`src/hw/hot_swap_fault_defs.vh`:
```
/*
 Constants for the hot-swap fault sequencing and status logic: register
 command codes, status field positions, reset values and timing counts.
 Assumes a 20 MHz core clock and an SMBus host reading status words.
*/
`ifndef HOT_SWAP_FAULT_DEFS_VH
`define HOT_SWAP_FAULT_DEFS_VH

// Command codes
`define CMD_CLEAR_FAULTS     8'h03
`define CMD_SUMMARY_STATUS   8'h79
`define CMD_INPUT_STATUS     8'h7C
`define CMD_OTHER_STATUS     8'h7F
`define CMD_VENDOR_STATUS    8'h80
`define CMD_ALERT_MASK       8'hD8
`define CMD_PIN_OVERRIDE     8'hD9
`define CMD_DIAGNOSTICS      8'hE1

// Field positions
`define SUM_INPUT_BIT        13
`define IN_OV_BIT            7
`define IN_UV_BIT            4
`define IN_OC_BIT            2
`define OTHER_CB_BIT         1
`define VENDOR_CB_BIT        1
`define DIAG_OC_BIT          8
`define DIAG_OV_BIT          7
`define DIAG_UV_BIT          6
`define DIAG_CB_BIT          4
`define MASK_OC_BIT          0
`define MASK_UV_BIT          1
`define MASK_OV_BIT          2
`define MASK_CB_BIT          3
`define SETUP_LIM_OVR_BIT    0
`define SETUP_LIM_VAL_BIT    1
`define SETUP_CB_OVR_BIT     2
`define SETUP_CB_VAL_BIT     3

// Reset values
`define ALERT_MASK_RESET     16'h0000
`define PIN_OVERRIDE_RESET   8'h00

// Timing
`define CLK_PERIOD_NS        50
`define FAULT_GATE_DELAY_NS  12000
// Delay in clocks, sized for the 8-bit delay parameter
`define FAULT_GATE_DELAY_CYC 8'hF0

`endif

```
`src/hw/unused_placeholder_none.v`:
```
`timescale 1ns/1ps

```
`src/hw/hot_swap_fault.v`:
```
/*
 Hot-swap fault sequencing, sticky status, alert output and SMBus
 status slave. Assumes analog comparators deliver clean levels
 synchronous to CLK, and that straps are stable when NRST releases.
*/
`timescale 1ns/1ps
`include "hot_swap_fault_defs.vh"

module hot_swap_fault #(
   parameter [6:0] SLAVE_ADDR         = 7'h40,
   parameter       DELAY_W            = 8,
   parameter [7:0] FAULT_DELAY_CYCLES = `FAULT_GATE_DELAY_CYC
) (
   input  wire       CLK,
   input  wire       NRST,
   input  wire       LIMIT_THRESHOLD_SELECT,
   input  wire       BREAKER_STRAP,
   input  wire [2:0] RETRY_STRAP,
   input  wire       POR_OK,
   input  wire       UNDERVOLTAGE_ENABLE_INPUT,
   input  wire       OVERVOLTAGE_LOCKOUT_INPUT,
   input  wire       CURRENT_LIMIT_ACTIVE,
   input  wire       POWER_LIMIT_ACTIVE,
   input  wire       BREAKER_TRIP,
   input  wire       TIMER_AT_UPPER,
   input  wire       SCL,
   input  wire       SDA_I,
   output wire       SDA_O,
   output wire       SDA_OE,
   output wire       ALERT_OUT_N_O,
   output wire       ALERT_OUT_N_OE,
   output reg        LIMIT_THRESHOLD_26MV,
   output reg        BREAKER_CONFIG_SEL,
   output wire       GATE_ENABLE,
   output wire       GATE_FAST_PULLDOWN,
   output wire       GATE_SLOW_PULLDOWN,
   output wire       TIMER_CHARGE,
   output wire       TIMER_DISCHARGE
);

   localparam [6:0] ST_POR    = 7'h01;
   localparam [6:0] ST_INSERT = 7'h02;
   localparam [6:0] ST_WAIT   = 7'h04;
   localparam [6:0] ST_ON     = 7'h08;
   localparam [6:0] ST_FDELAY = 7'h10;
   localparam [6:0] ST_OFF    = 7'h20;
   localparam [6:0] ST_RETRY  = 7'h40;

   localparam [4:0] PH_IDLE  = 5'h01;
   localparam [4:0] PH_ADDR  = 5'h02;
   localparam [4:0] PH_CMD   = 5'h04;
   localparam [4:0] PH_WDATA = 5'h08;
   localparam [4:0] PH_READ  = 5'h10;

   reg  [6:0]         state;
   reg  [6:0]         next_state;
   reg  [DELAY_W-1:0] delay_cnt;
   reg  [4:0]         retry_cnt;
   reg                powered_up;
   reg                straps_taken;
   reg                strap_lim;
   reg                strap_cb;
   reg  [2:0]         strap_retry;
   reg                uv_q;
   reg                ov_q;
   reg                trip_q;
   reg                oc_flag;
   reg                uv_flag;
   reg                ov_flag;
   reg                cb_flag;
   reg  [15:0]        alert_mask;
   reg  [7:0]         pin_setup;
   reg  [4:0]         phase;
   reg  [3:0]         bitcnt;
   reg  [7:0]         shreg;
   reg  [7:0]         txsh;
   reg  [7:0]         cmd;
   reg                byte_idx;
   reg                rw_read;
   reg                addr_hit;
   reg                sda_drive;
   reg                scl_q;
   reg                sda_q;
   reg                clear_pulse;
   reg  [15:0]        rd_word;
   wire               limiting;
   wire               run_ok;
   wire               oc_event;
   wire               uv_event;
   wire               ov_event;
   wire               cb_event;
   wire               retry_allowed;
   wire [4:0]         retry_limit;
   wire [3:0]         masked_src;
   wire               scl_rise;
   wire               scl_fall;
   wire               start_cond;
   wire               stop_cond;
   wire [7:0]         rd_byte;

   // Straps sampled once after reset release, never under the reset itself
   always @(posedge CLK or negedge NRST) begin
      if (!NRST) begin
         straps_taken <= 1'b0;
         strap_lim    <= 1'b0;
         strap_cb     <= 1'b0;
         strap_retry  <= 3'h0;
      end else if (!straps_taken) begin
         straps_taken <= 1'b1;
         strap_lim    <= LIMIT_THRESHOLD_SELECT;
         strap_cb     <= BREAKER_STRAP;
         strap_retry  <= RETRY_STRAP;
      end
   end

   always @(posedge CLK or negedge NRST) begin
      if (!NRST) begin
         LIMIT_THRESHOLD_26MV <= 1'b0;
         BREAKER_CONFIG_SEL   <= 1'b0;
      end else begin
         if (pin_setup[`SETUP_LIM_OVR_BIT])
            LIMIT_THRESHOLD_26MV <= pin_setup[`SETUP_LIM_VAL_BIT];
         else
            LIMIT_THRESHOLD_26MV <= strap_lim;
         if (pin_setup[`SETUP_CB_OVR_BIT])
            BREAKER_CONFIG_SEL <= pin_setup[`SETUP_CB_VAL_BIT];
         else
            BREAKER_CONFIG_SEL <= strap_cb;
      end
   end

   // Breaker counts as limiting so its timeout is qualified alike
   assign limiting = CURRENT_LIMIT_ACTIVE | POWER_LIMIT_ACTIVE
                     | BREAKER_TRIP;
   assign run_ok   = UNDERVOLTAGE_ENABLE_INPUT & ~OVERVOLTAGE_LOCKOUT_INPUT;

   // Code 0 latches off, 6 and 7 retry forever
   assign retry_limit   = (strap_retry == 3'h0) ? 5'h00
                        : (5'h01 << (strap_retry - 3'h1));
   assign retry_allowed = (strap_retry[2] & strap_retry[1])
                        | (retry_cnt < retry_limit);

   always @* begin
      next_state = state;
      case (state)
         ST_POR:
            if (POR_OK)
               next_state = ST_INSERT;
         ST_INSERT:
            if (TIMER_AT_UPPER)
               next_state = ST_WAIT;
         ST_WAIT:
            if (run_ok && !TIMER_AT_UPPER)
               next_state = ST_ON;
         ST_ON:
            if (!run_ok)
               next_state = ST_WAIT;
            else if (limiting && TIMER_AT_UPPER)
               next_state = ST_FDELAY;
         ST_FDELAY:
            if (delay_cnt == FAULT_DELAY_CYCLES - 8'h01)
               next_state = retry_allowed ? ST_RETRY : ST_OFF;
         ST_OFF:
            if (!UNDERVOLTAGE_ENABLE_INPUT)
               next_state = ST_WAIT;
         ST_RETRY:
            if (TIMER_AT_UPPER)
               next_state = ST_WAIT;
         default:
            next_state = ST_POR;
      endcase
   end

   always @(posedge CLK or negedge NRST) begin
      if (!NRST) begin
         state      <= ST_POR;
         delay_cnt  <= {DELAY_W{1'b0}};
         retry_cnt  <= 5'h00;
         powered_up <= 1'b0;
      end else begin
         state <= next_state;
         if (state == ST_FDELAY)
            delay_cnt <= delay_cnt + 1'b1;
         else
            delay_cnt <= {DELAY_W{1'b0}};
         if (state == ST_OFF && next_state == ST_WAIT)
            retry_cnt <= 5'h00;
         else if (state == ST_RETRY && next_state == ST_WAIT
                  && retry_cnt != 5'h1F)
            retry_cnt <= retry_cnt + 5'h01;
         if (state == ST_ON)
            powered_up <= 1'b1;
      end
   end

   assign GATE_ENABLE        = state[3] | state[4];
   // Fast pulldown follows the comparator so the limiter regains control
   assign GATE_FAST_PULLDOWN = state[0]
                             | (GATE_ENABLE & BREAKER_TRIP);
   assign GATE_SLOW_PULLDOWN = ~GATE_ENABLE & ~state[0];
   // Recovery before timeout simply discharges the timer again
   assign TIMER_CHARGE       = state[1] | state[6]
                             | (state[3] & limiting);
   assign TIMER_DISCHARGE    = ~TIMER_CHARGE;

   always @(posedge CLK or negedge NRST) begin
      if (!NRST) begin
         uv_q   <= 1'b0;
         ov_q   <= 1'b0;
         trip_q <= 1'b0;
      end else begin
         uv_q   <= UNDERVOLTAGE_ENABLE_INPUT;
         ov_q   <= OVERVOLTAGE_LOCKOUT_INPUT;
         trip_q <= BREAKER_TRIP;
      end
   end

   assign oc_event = state[3] & (next_state == ST_FDELAY);
   assign uv_event = powered_up & uv_q
                   & ~UNDERVOLTAGE_ENABLE_INPUT;
   assign ov_event = straps_taken & ~ov_q
                   & OVERVOLTAGE_LOCKOUT_INPUT;
   assign cb_event = GATE_ENABLE & ~trip_q & BREAKER_TRIP;

   // Set beats a clear arriving in the same cycle
   always @(posedge CLK or negedge NRST) begin
      if (!NRST) begin
         oc_flag <= 1'b0;
         uv_flag <= 1'b0;
         ov_flag <= 1'b0;
         cb_flag <= 1'b0;
      end else begin
         oc_flag <= oc_event | (oc_flag & ~clear_pulse);
         uv_flag <= uv_event | (uv_flag & ~clear_pulse);
         ov_flag <= ov_event | (ov_flag & ~clear_pulse);
         cb_flag <= cb_event | (cb_flag & ~clear_pulse);
      end
   end

   assign masked_src = {cb_flag & ~alert_mask[`MASK_CB_BIT],
                        ov_flag & ~alert_mask[`MASK_OV_BIT],
                        uv_flag & ~alert_mask[`MASK_UV_BIT],
                        oc_flag & ~alert_mask[`MASK_OC_BIT]};
   assign ALERT_OUT_N_O  = 1'b0;
   assign ALERT_OUT_N_OE = |masked_src;

   always @* begin
      rd_word = 16'h0000;
      case (cmd)
         `CMD_SUMMARY_STATUS:
            rd_word[`SUM_INPUT_BIT] = oc_flag | uv_flag | ov_flag;
         `CMD_INPUT_STATUS: begin
            rd_word[`IN_OV_BIT] = ov_flag;
            rd_word[`IN_UV_BIT] = uv_flag;
            rd_word[`IN_OC_BIT] = oc_flag;
         end
         `CMD_OTHER_STATUS:
            rd_word[`OTHER_CB_BIT] = cb_flag;
         `CMD_VENDOR_STATUS:
            rd_word[`VENDOR_CB_BIT] = cb_flag;
         `CMD_ALERT_MASK:
            rd_word = alert_mask;
         `CMD_PIN_OVERRIDE:
            rd_word = {8'h00, pin_setup};
         `CMD_DIAGNOSTICS: begin
            rd_word[`DIAG_OC_BIT] = oc_flag;
            rd_word[`DIAG_OV_BIT] = ov_flag;
            rd_word[`DIAG_UV_BIT] = uv_flag;
            rd_word[`DIAG_CB_BIT] = cb_flag;
         end
         default:
            rd_word = 16'h0000;
      endcase
   end

   // Words go low byte first
   assign rd_byte    = byte_idx ? rd_word[15:8] : rd_word[7:0];
   assign scl_rise   = ~scl_q & SCL;
   assign scl_fall   = scl_q & ~SCL;
   assign start_cond = SCL & scl_q & sda_q & ~SDA_I;
   assign stop_cond  = SCL & scl_q & ~sda_q & SDA_I;
   assign SDA_O      = 1'b0;
   assign SDA_OE     = sda_drive;

   // No clock stretching; the host must honour standard SMBus timing
   always @(posedge CLK or negedge NRST) begin
      if (!NRST) begin
         scl_q       <= 1'b1;
         sda_q       <= 1'b1;
         phase       <= PH_IDLE;
         bitcnt      <= 4'h0;
         shreg       <= 8'h00;
         txsh        <= 8'h00;
         cmd         <= 8'h00;
         byte_idx    <= 1'b0;
         rw_read     <= 1'b0;
         addr_hit    <= 1'b0;
         sda_drive   <= 1'b0;
         clear_pulse <= 1'b0;
         alert_mask  <= `ALERT_MASK_RESET;
         pin_setup   <= `PIN_OVERRIDE_RESET;
      end else begin
         scl_q       <= SCL;
         sda_q       <= SDA_I;
         clear_pulse <= 1'b0;
         if (start_cond) begin
            phase     <= PH_ADDR;
            bitcnt    <= 4'h0;
            sda_drive <= 1'b0;
         end else if (stop_cond) begin
            phase     <= PH_IDLE;
            sda_drive <= 1'b0;
         end else if (phase != PH_IDLE) begin
            if (scl_rise && bitcnt != 4'h9) begin
               shreg  <= {shreg[6:0], SDA_I};
               bitcnt <= bitcnt + 4'h1;
            end else if (scl_fall) begin
               case (bitcnt)
                  4'h8: begin
                     case (phase)
                        PH_ADDR: begin
                           addr_hit  <= (shreg[7:1] == SLAVE_ADDR);
                           rw_read   <= shreg[0];
                           sda_drive <= (shreg[7:1] == SLAVE_ADDR);
                        end
                        PH_CMD: begin
                           cmd       <= shreg;
                           byte_idx  <= 1'b0;
                           sda_drive <= 1'b1;
                           if (shreg == `CMD_CLEAR_FAULTS)
                              clear_pulse <= 1'b1;
                        end
                        PH_WDATA: begin
                           sda_drive <= 1'b1;
                           if (cmd == `CMD_ALERT_MASK && !byte_idx)
                              alert_mask[7:0] <= shreg;
                           if (cmd == `CMD_ALERT_MASK && byte_idx)
                              alert_mask[15:8] <= shreg;
                           if (cmd == `CMD_PIN_OVERRIDE && !byte_idx)
                              pin_setup <= shreg;
                        end
                        default:
                           sda_drive <= 1'b0;
                     endcase
                  end
                  4'h9: begin
                     bitcnt <= 4'h0;
                     case (phase)
                        PH_ADDR:
                           if (!addr_hit) begin
                              phase     <= PH_IDLE;
                              sda_drive <= 1'b0;
                           end else if (rw_read) begin
                              phase     <= PH_READ;
                              byte_idx  <= 1'b0;
                              txsh      <= rd_word[7:0];
                              sda_drive <= ~rd_word[7];
                           end else begin
                              phase     <= PH_CMD;
                              sda_drive <= 1'b0;
                           end
                        PH_CMD: begin
                           phase     <= PH_WDATA;
                           sda_drive <= 1'b0;
                        end
                        PH_WDATA: begin
                           byte_idx  <= 1'b1;
                           sda_drive <= 1'b0;
                        end
                        PH_READ:
                           if (shreg[0]) begin
                              phase     <= PH_IDLE;
                              sda_drive <= 1'b0;
                           end else begin
                              byte_idx  <= 1'b1;
                              txsh      <= rd_word[15:8];
                              sda_drive <= ~rd_word[15];
                           end
                        default:
                           phase <= PH_IDLE;
                     endcase
                  end
                  default:
                     if (phase == PH_READ) begin
                        txsh      <= {txsh[6:0], 1'b0};
                        sda_drive <= ~txsh[6];
                     end
               endcase
            end
         end
      end
   end

endmodule // hot_swap_fault

```
`config.mk`:
```
export PLATFORM = sky130hd
export DESIGN_NAME = hot_swap_fault
export DESIGN_NICKNAME = d
export VERILOG_FILES = /design/src/hw/unused_placeholder_none.v /design/src/hw/hot_swap_fault.v
export VERILOG_INCLUDE_DIRS = /design/src /design/src/hw
export SDC_FILE = /design/constraint.sdc
export NUM_CORES = 1
export LEC_CHECK = 0
export ABC_AREA = 1
export BUFFER_PORTS_ARGS = -buffer_cell sky130_fd_sc_hd__buf_2
export CORE_ASPECT_RATIO = 1.5
export CORE_MARGIN = 2
export CORE_UTILIZATION = 60
export DETAILED_ROUTE_END_ITERATION = 7
export PLACE_DENSITY = 0.78
export SLEW_MARGIN = 5
export SYNTH_ARGS = -nofsm -noshare
export SYNTH_HDL_FRONTEND = slang
export SYNTH_SLANG_ARGS = --single-unit
```
`constraint.sdc`:
```
create_clock -name CLK -period 2.12 [get_ports CLK]
set_input_delay 0.424 -clock CLK [delete_from_list [all_inputs] [get_ports CLK]]
set_output_delay 0.424 -clock CLK [all_outputs]
set_load 0.05 [all_outputs]
```
==> results.yml, run 1 <==
run_status:
  status: "completed"
global_routing:
  grt_remaining_overflow: 0
  antenna_found_initial: 0
  grt_max_degree: 40
  grt_pass1_vias: 4357
  grt_use_total: 0.275
  grt_pass1_wl_um: 20100
pwr:
  clock_power_share: 0.339
  ir_drop_uv: 777
  p_leak_uw: 0.00273
  internal_power_uw: 3260
  p_sw_frac: 0.327
  power_density_nw_per_um2: 853
  p_sw_uw: 1590
  p_seq_frac: 0.453
  pwr-share-comb: 0.209
place:
  dpl_cell_area_um2: 5380
  dp_hpwl_um: 8730
  gp_congestion: 1.01
  port_buffers: 24
  dp_cells: 762
logic_synthesis:
  synth_edf_count: 0
  ys_top_cells_by_area: "dfrtp_1, nand2_1, nand3_1, inv_1, o21ai_0"
  synthXorXnorAreaFrac: 0.00511
  yosys.area_share.adder: 0.0243
  synth_seq_cells: 99
  synth_top_family_by_area: "simple AND/OR/NAND/NOR gates"
  yosysMostFrequentCell: "nand2_1"
  async_reset_ff_frac: 1.00
  synth_cell_types: 45
  post-synth-top-area-fraction: 0.462
  avgSynthCellArea_um2: 8.09
  synth-simple-area-share: 0.300
  synth-compound-area-share: 0.105
  muxShareOfSynthArea: 0.00657
  synth_cells: 636
  synth_top_area_cell: "dfrtp_1"
  syn_area_um2: 5140
  ys_seq_area_frac: 0.482
  synth_common_cells: "nand2_1, dfrtp_1, inv_1"
  synth_flop_cell: "dfrtp_1"
  synth_warnings: 0
route:
  wl_per_cell_um: 15.2
  first_pass_iters: 7
  vias: 4355
  ant_nets: 0
  drc_errors: 0
  routed_via_density: 5.60
  routed_wl_um: 11800
  drt_iter0_drc: 269
floorplan:
  die_area_um2: 9350
  ios: 27
  initial_core_util: 0.615
  core-area_um2: 8360
  num_rows: 41
  die_h_um: 117
  dieWidth_um: 79.6
worst_hold_path:
  hold_path.class: "in2reg"
final_layout:
  synthToLayoutAreaGrowth_pct: 10.6
  seqCellArea_um2: 2480
  layout-drive-gt1-share: 0.148
  final_area_um2: 5690
  finalNonFillerCells: 778
  fill_cells: 691
  nNetsFinal: 693
  multi_input_area_um2: 2280
  antennaDiodeCount: 0
  final_util: 0.680
clock_network:
  post-cts-setup-buffers: 0
  cts_resized: 0
  cts_buffers: 9
  cts_tree: "yes"
  clkLatencyLatePin_ns: 0.35
  clk_pin_slew_ns: 0.07
  cts_max_level: 3
  cts.sinks: 99
  clockBufferDepth: 2
  ctsRootBufferMaster: "clkbuf_16"
sta:
  finalCritPeriodShare: 0.917
  setup_viol: 0
  fmax_mhz: 515
  final.setup_skew_ns: 0.00505
  hold_viol: 0
  period_needed_ns: 1.94
  rsz0062_at_grt: "false"
  drv_slew: 0
  final.setup.tns_ns: 0
  hold_slack_ns: 0.203
worst_setup_path:
  slowest_delay_ns: 0.40
  critPathArrivalTime_ns: 2.18
  path_class: "reg2reg"
  required_ns: 2.36
  start_kind: "flop"
  worstSetupEndpointType: "flop"
  cp_common_cell: "nand2_1"
  cp_max_fo: 8
  path_cells: "inv_1 > ha_1 > nand3_2 > nand3_2 > nand2_1 > nand3b_4 > nor3_4 > inv_2 > nand2_1 > nand2_1"
  crit_slowest_cell: "dfrtp_1"
run:
  maxCapViolCount: 0
==> placed cells by master, fill, tap and decap left out, types with 4 or more instances in the layout <==
cell,netlist,layout
nand2_1,171,171
dfrtp_1,95,95
inv_1,65,65
nand3_1,58,58
nor2_1,42,42
o21ai_0,42,42
buf_2,3,23
o21ai_1,22,22
a21oi_1,20,20
inv_2,14,14
ha_1,10,10
nand4_1,9,9
clkbuf_16,0,9
o22ai_1,8,8
nor3_1,7,7
buf_4,5,7
nand3_2,6,6
nor2_2,5,5
nand2_2,5,5
or2_2,4,4
dfstp_2,4,4
==> through the flow <==
stage	total power [uW]	setup slack, ns
after floorplan	2900	0.138
after global placement	3210	0.304
after detailed placement	3230	0.213
after CTS	4870	0.189
after global routing	5070	0.0159
final	4850	0.177
==> state kept, by name, summed over array words and instances, names as in the netlist, 3 cells and up <==
register,cells
phase,5
cmd,8
delay_cnt,8
pin_setup,8
retry_cnt,5
alert_mask,16
txsh,7
strap_retry,3
bitcnt,4
state,7
shreg,8
==> worst max-delay path, delay by kind of cell, from the launching register on <==
kind                     cells  cell delay [ns]
AND/OR/NAND/NOR              7             1.04
flip-flops                   1             0.40
buffers and inverters        2             0.23
adder cells (fa/ha/maj)      1             0.17
==> final cells by class <==
class | instances | area share
multi-input combinational | 445 | 0.400
inverter | 80 | 0.0532
sequential | 99 | 0.436
tap | 107 | 0.0235
clock buffer | 11 | 0.0427
clock inverter | 4 | 0.00902
timing repair buffer | 32 | 0.0348
==> layer usage <==
metal	global-route usage	share of wire
met5	0	0
met4	0.170	0.055
met3	0.0346	0.029
met2	0.468	0.52
met1	0.319	0.40
==> power by group through the flow <==
| stage | combinational, uW | clock, uW | sequential, uW |
|---|---|---|---|
| 6_report | 1010 | 1640 | 2200 |
| 4_1_cts | 1020 | 1650 | 2190 |
| 5_1_grt | 1130 | 1730 | 2210 |
| 2_1_floorplan | 686 | 0 | 2220 |
| 3_5_place_dp | 1010 | 0 | 2220 |
| 3_3_place_gp | 989 | 0 | 2220 |
==> what timing repair did <==
item,4_1_cts,5_1_grt
endpoints found under the hold margin,16,0
hold buffers,1,0
endpoints found under the setup margin,0,0
==> logic make-up after synthesis <==
group | after synthesis
AO/OA/AOI/OAI | 100
XOR/XNOR | 3
adder cells (fa/ha/maj) | 10
buffers and inverters | 93
flip-flops | 99
multiplexers | 3
other | 2
AND/OR/NAND/NOR | 326
==> worst paths after layout <==
path,endpoint,cells after the start,from,slack (ns)
worst min-delay path,uv_q$_DFF_PN0_,1,UNDERVOLTAGE_ENABLE_INPUT,0.20
worst min register to register,cb_flag$_DFF_PN0_,1,trip_q$_DFF_PN0_,0.43
worst max register to register,txsh[5]$_DFFE_PN0P_,10,bitcnt[1]$_DFFE_PN0P_,0.18
max in group asynchronous,state[0]$_DFF_PN1_,3,NRST,0.98
min in group asynchronous,shreg[5]$_DFFE_PN0P_,2,NRST,0.49
worst max-delay path,txsh[5]$_DFFE_PN0P_,10,bitcnt[1]$_DFFE_PN0P_,0.18
(Power assumes the default switching activity.)
==> run 2: changes to the inputs <==
- ABC_AREA: 1 -> 0
==> run 2 against run 1 <==
Net effect:
- non-clock buffer count up 38
- first-iteration DRC count down 1.1%
- sequential power up 12%
- maximum frequency down 5.8%
- synthesized area up 2.4%
- synthesized cell count down 23%
- clock skew up 0.0051 ns
- setup slack worse by 0.12 ns
- combinational power up 9.9%
- final cell count down 15%
- critical path depth down 5
- largest power group unchanged
==> results.yml, run 2 <==
final_layout:
  synthToLayoutAreaGrowth_pct: 17.1
  largest_reg_flops: 16
  layout-drive-gt1-share: 0.314
  layout_commonest_cell: "dfrtp_1"
  multi_input_area_um2: 2690
  layout_common_cells: "dfrtp_1, mux2_2, buf_4"
  fill_cells: 585
  final_area_um2: 6170
  antennaDiodeCount: 0
  top_register: "alert_mask"
  seqCellArea_um2: 2490
  finalNonFillerCells: 662
  nNetsFinal: 577
logic_synthesis:
  synth_cells: 489
  yosysMostFrequentCell: "dfrtp_1"
  syn_area_um2: 5270
  synth_flop_cell: "dfrtp_1"
  synth_top_area_cell: "dfrtp_1"
  synth_warnings: 0
  avgSynthCellArea_um2: 10.8
  synth_cell_types: 77
  synth_edf_count: 0
  synth_seq_cells: 99
  synth_common_cells: "dfrtp_1, mux2_2, nor2_1, o21ai_0, nand3_1"
  ys_top_cells_by_area: "dfrtp_1, mux2_2, o21ai_0, ha_1, nand3_1"
  post-synth-top-area-fraction: 0.451
  ys_seq_area_frac: 0.471
  async_reset_ff_frac: 1.00
worst_setup_path:
  critPathArrivalTime_ns: 1.64
  start_kind: "flop"
  slowest_delay_ns: 0.44
  path_cells: "buf_4 > or2_2 > nand2_1 > nand2b_1 > buf_2"
  worstSetupEndpointType: "primary output"
  ff2ff_setup_slack_ns: 0.06
  path_class: "reg2out"
  crit_slowest_cell: "dfrtp_1"
  required_ns: 1.70
  cp_max_fo: 4
pwr:
  pwr-share-comb: 0.214
  p_sw_frac: 0.325
  clock_power_share: 0.313
  p_seq_frac: 0.473
  power_density_nw_per_um2: 843
  ir_drop_uv: 727
  p_leak_uw: 0.00271
  total_power_uw: 5200
  p_sw_uw: 1690
  internal_power_uw: 3510
sta:
  final.setup.tns_ns: 0
  rsz0062_at_grt: "true"
  final.setup_skew_ns: 0.0102
  period_needed_ns: 2.06
  finalCritPeriodShare: 0.973
  hold_viol: 0
  fmax_mhz: 485
  setup_viol: 0
  fin_ws_ns: 0.0568
  drv_slew: 0
clock_network:
  cts_tree: "yes"
  cts_buffers: 9
  clk_pin_slew_ns: 0.07
  cts_max_level: 3
  cts_hold_buf: 0
  clkLatencyLatePin_ns: 0.35
  cts.sinks: 99
  clockBufferDepth: 2
  ctsRootBufferMaster: "clkbuf_16"
place:
  dpl_cell_area_um2: 5780
  post-place-ws_ns: 0.0145
  dp_cells: 644
  port_buffers: 24
  dp_hpwl_um: 9450
  gp_congestion: 0.973
floorplan:
  initial_core_util: 0.622
  num_rows: 41
  core-area_um2: 8460
  die_h_um: 119
  ios: 27
  die_area_um2: 9560
  dieWidth_um: 80.5
route:
  routed_wl_um: 12600
  drc_errors: 0
  vias: 4191
  wl_per_cell_um: 19.1
  first_pass_iters: 5
  ant_nets: 0
  drt_iter0_drc: 266
  routed_via_density: 6.33
global_routing:
  grt_pass1_wl_um: 21100
  grt_use_total: 0.286
  grt_max_degree: 39
  antenna_found_initial: 0
  grt_pass1_vias: 4282
  grt_remaining_overflow: 0
worst_hold_path:
  hold_path.class: "in2async"
run:
  maxCapViolCount: 0
run_status:
  status: "completed"
## run 2: final timing paths
| path | startpoint | to | depth (start not counted) |
|---|---|---|---|
| worst max-delay path | state[3]$_DFF_PN0_ | GATE_FAST_PULLDOWN | 5 |
| worst max register to register | bitcnt[1]$_DFFE_PN0P_ | txsh[1]$_DFFE_PN0P_ | 7 |
| worst min register to register | delay_cnt[0]$_DFF_PN0_ | delay_cnt[0]$_DFF_PN0_ | 1 |
| min in group CLK | BREAKER_TRIP | trip_q$_DFF_PN0_ | 1 |
| worst min-delay path | NRST | rw_read$_DFFE_PN0P_ | 1 |
| max in group asynchronous | NRST | alert_mask[7]$_DFFE_PN0P_ | 2 |
## run 2: area by class of cell
type / count / share of cell area
clock buffers: 11 / 0.0394
clock inverters: 4 / 0.00832
inverters: 16 / 0.00974
multi-input cells: 355 / 0.437
flip-flops and latches: 99 / 0.403
well taps: 107 / 0.0217
repair buffers: 70 / 0.0806
## run 2: power groups by stage
| stage | Sequential, uW | Clock (uW) | Combinational (uW) |
|---|---|---|---|
| global placement | 2460 | 0 | 1050 |
| global route | 2490 | 1720 | 1220 |
| detailed placement | 2470 | 0 | 1080 |
| finish | 2460 | 1630 | 1110 |
| CTS | 2440 | 1650 | 1090 |
| floorplan | 2360 | 0 | 763 |
## run 2: cells by family (layout without fill, tap and decap cells)
logic type / Yosys count / count (layout) / synth area share
fa+ha+maj: 10 / 10 / 0.0238
other cells: 2 / 3 / 0.00143
simple gates: 173 / 173 / 0.198
compound gates: 99 / 99 / 0.132
buf+inv: 36 / 101 / 0.0316
xor+xnor: 14 / 14 / 0.0233
flops: 99 / 99 / 0.471
mux: 56 / 56 / 0.119
## run 2: routing by layer
| layer | global-route usage | vias up | wire length, um |
|---|---|---|---|
| met1 | 0.337 | 2056 | 4850 |
| met4 | 0.144 | 0 | 621 |
| met3 | 0.0504 | 43 | 554 |
| met2 | 0.490 | 148 | 6610 |
| li1 | - | 1944 | - |
| met5 | 0 | - | 0 |
## run 2: worst max-delay path: cells and delay by family, from the launching register on
kind | cells | cell delay, ns
flip-flops | 1 | 0.44
buffers and inverters | 2 | 0.37
AND/OR/NAND/NOR | 3 | 0.48
## run 2: timing repair
action                                  4_1_cts  5_1_grt
gates resized for setup                       0       18
hold endpoints to repair                      0        0
buffers inserted                              0        3
endpoints found under the setup margin        0       29
## run 2: stage by stage
step                      utilization  hold slack (ns)
after floorplan                     -            0.128
after global placement          0.683            0.378
after detailed placement        0.683            0.380
after CTS                       0.718           0.0118
after global routing            0.728           0.0353
final                           0.728          0.00287
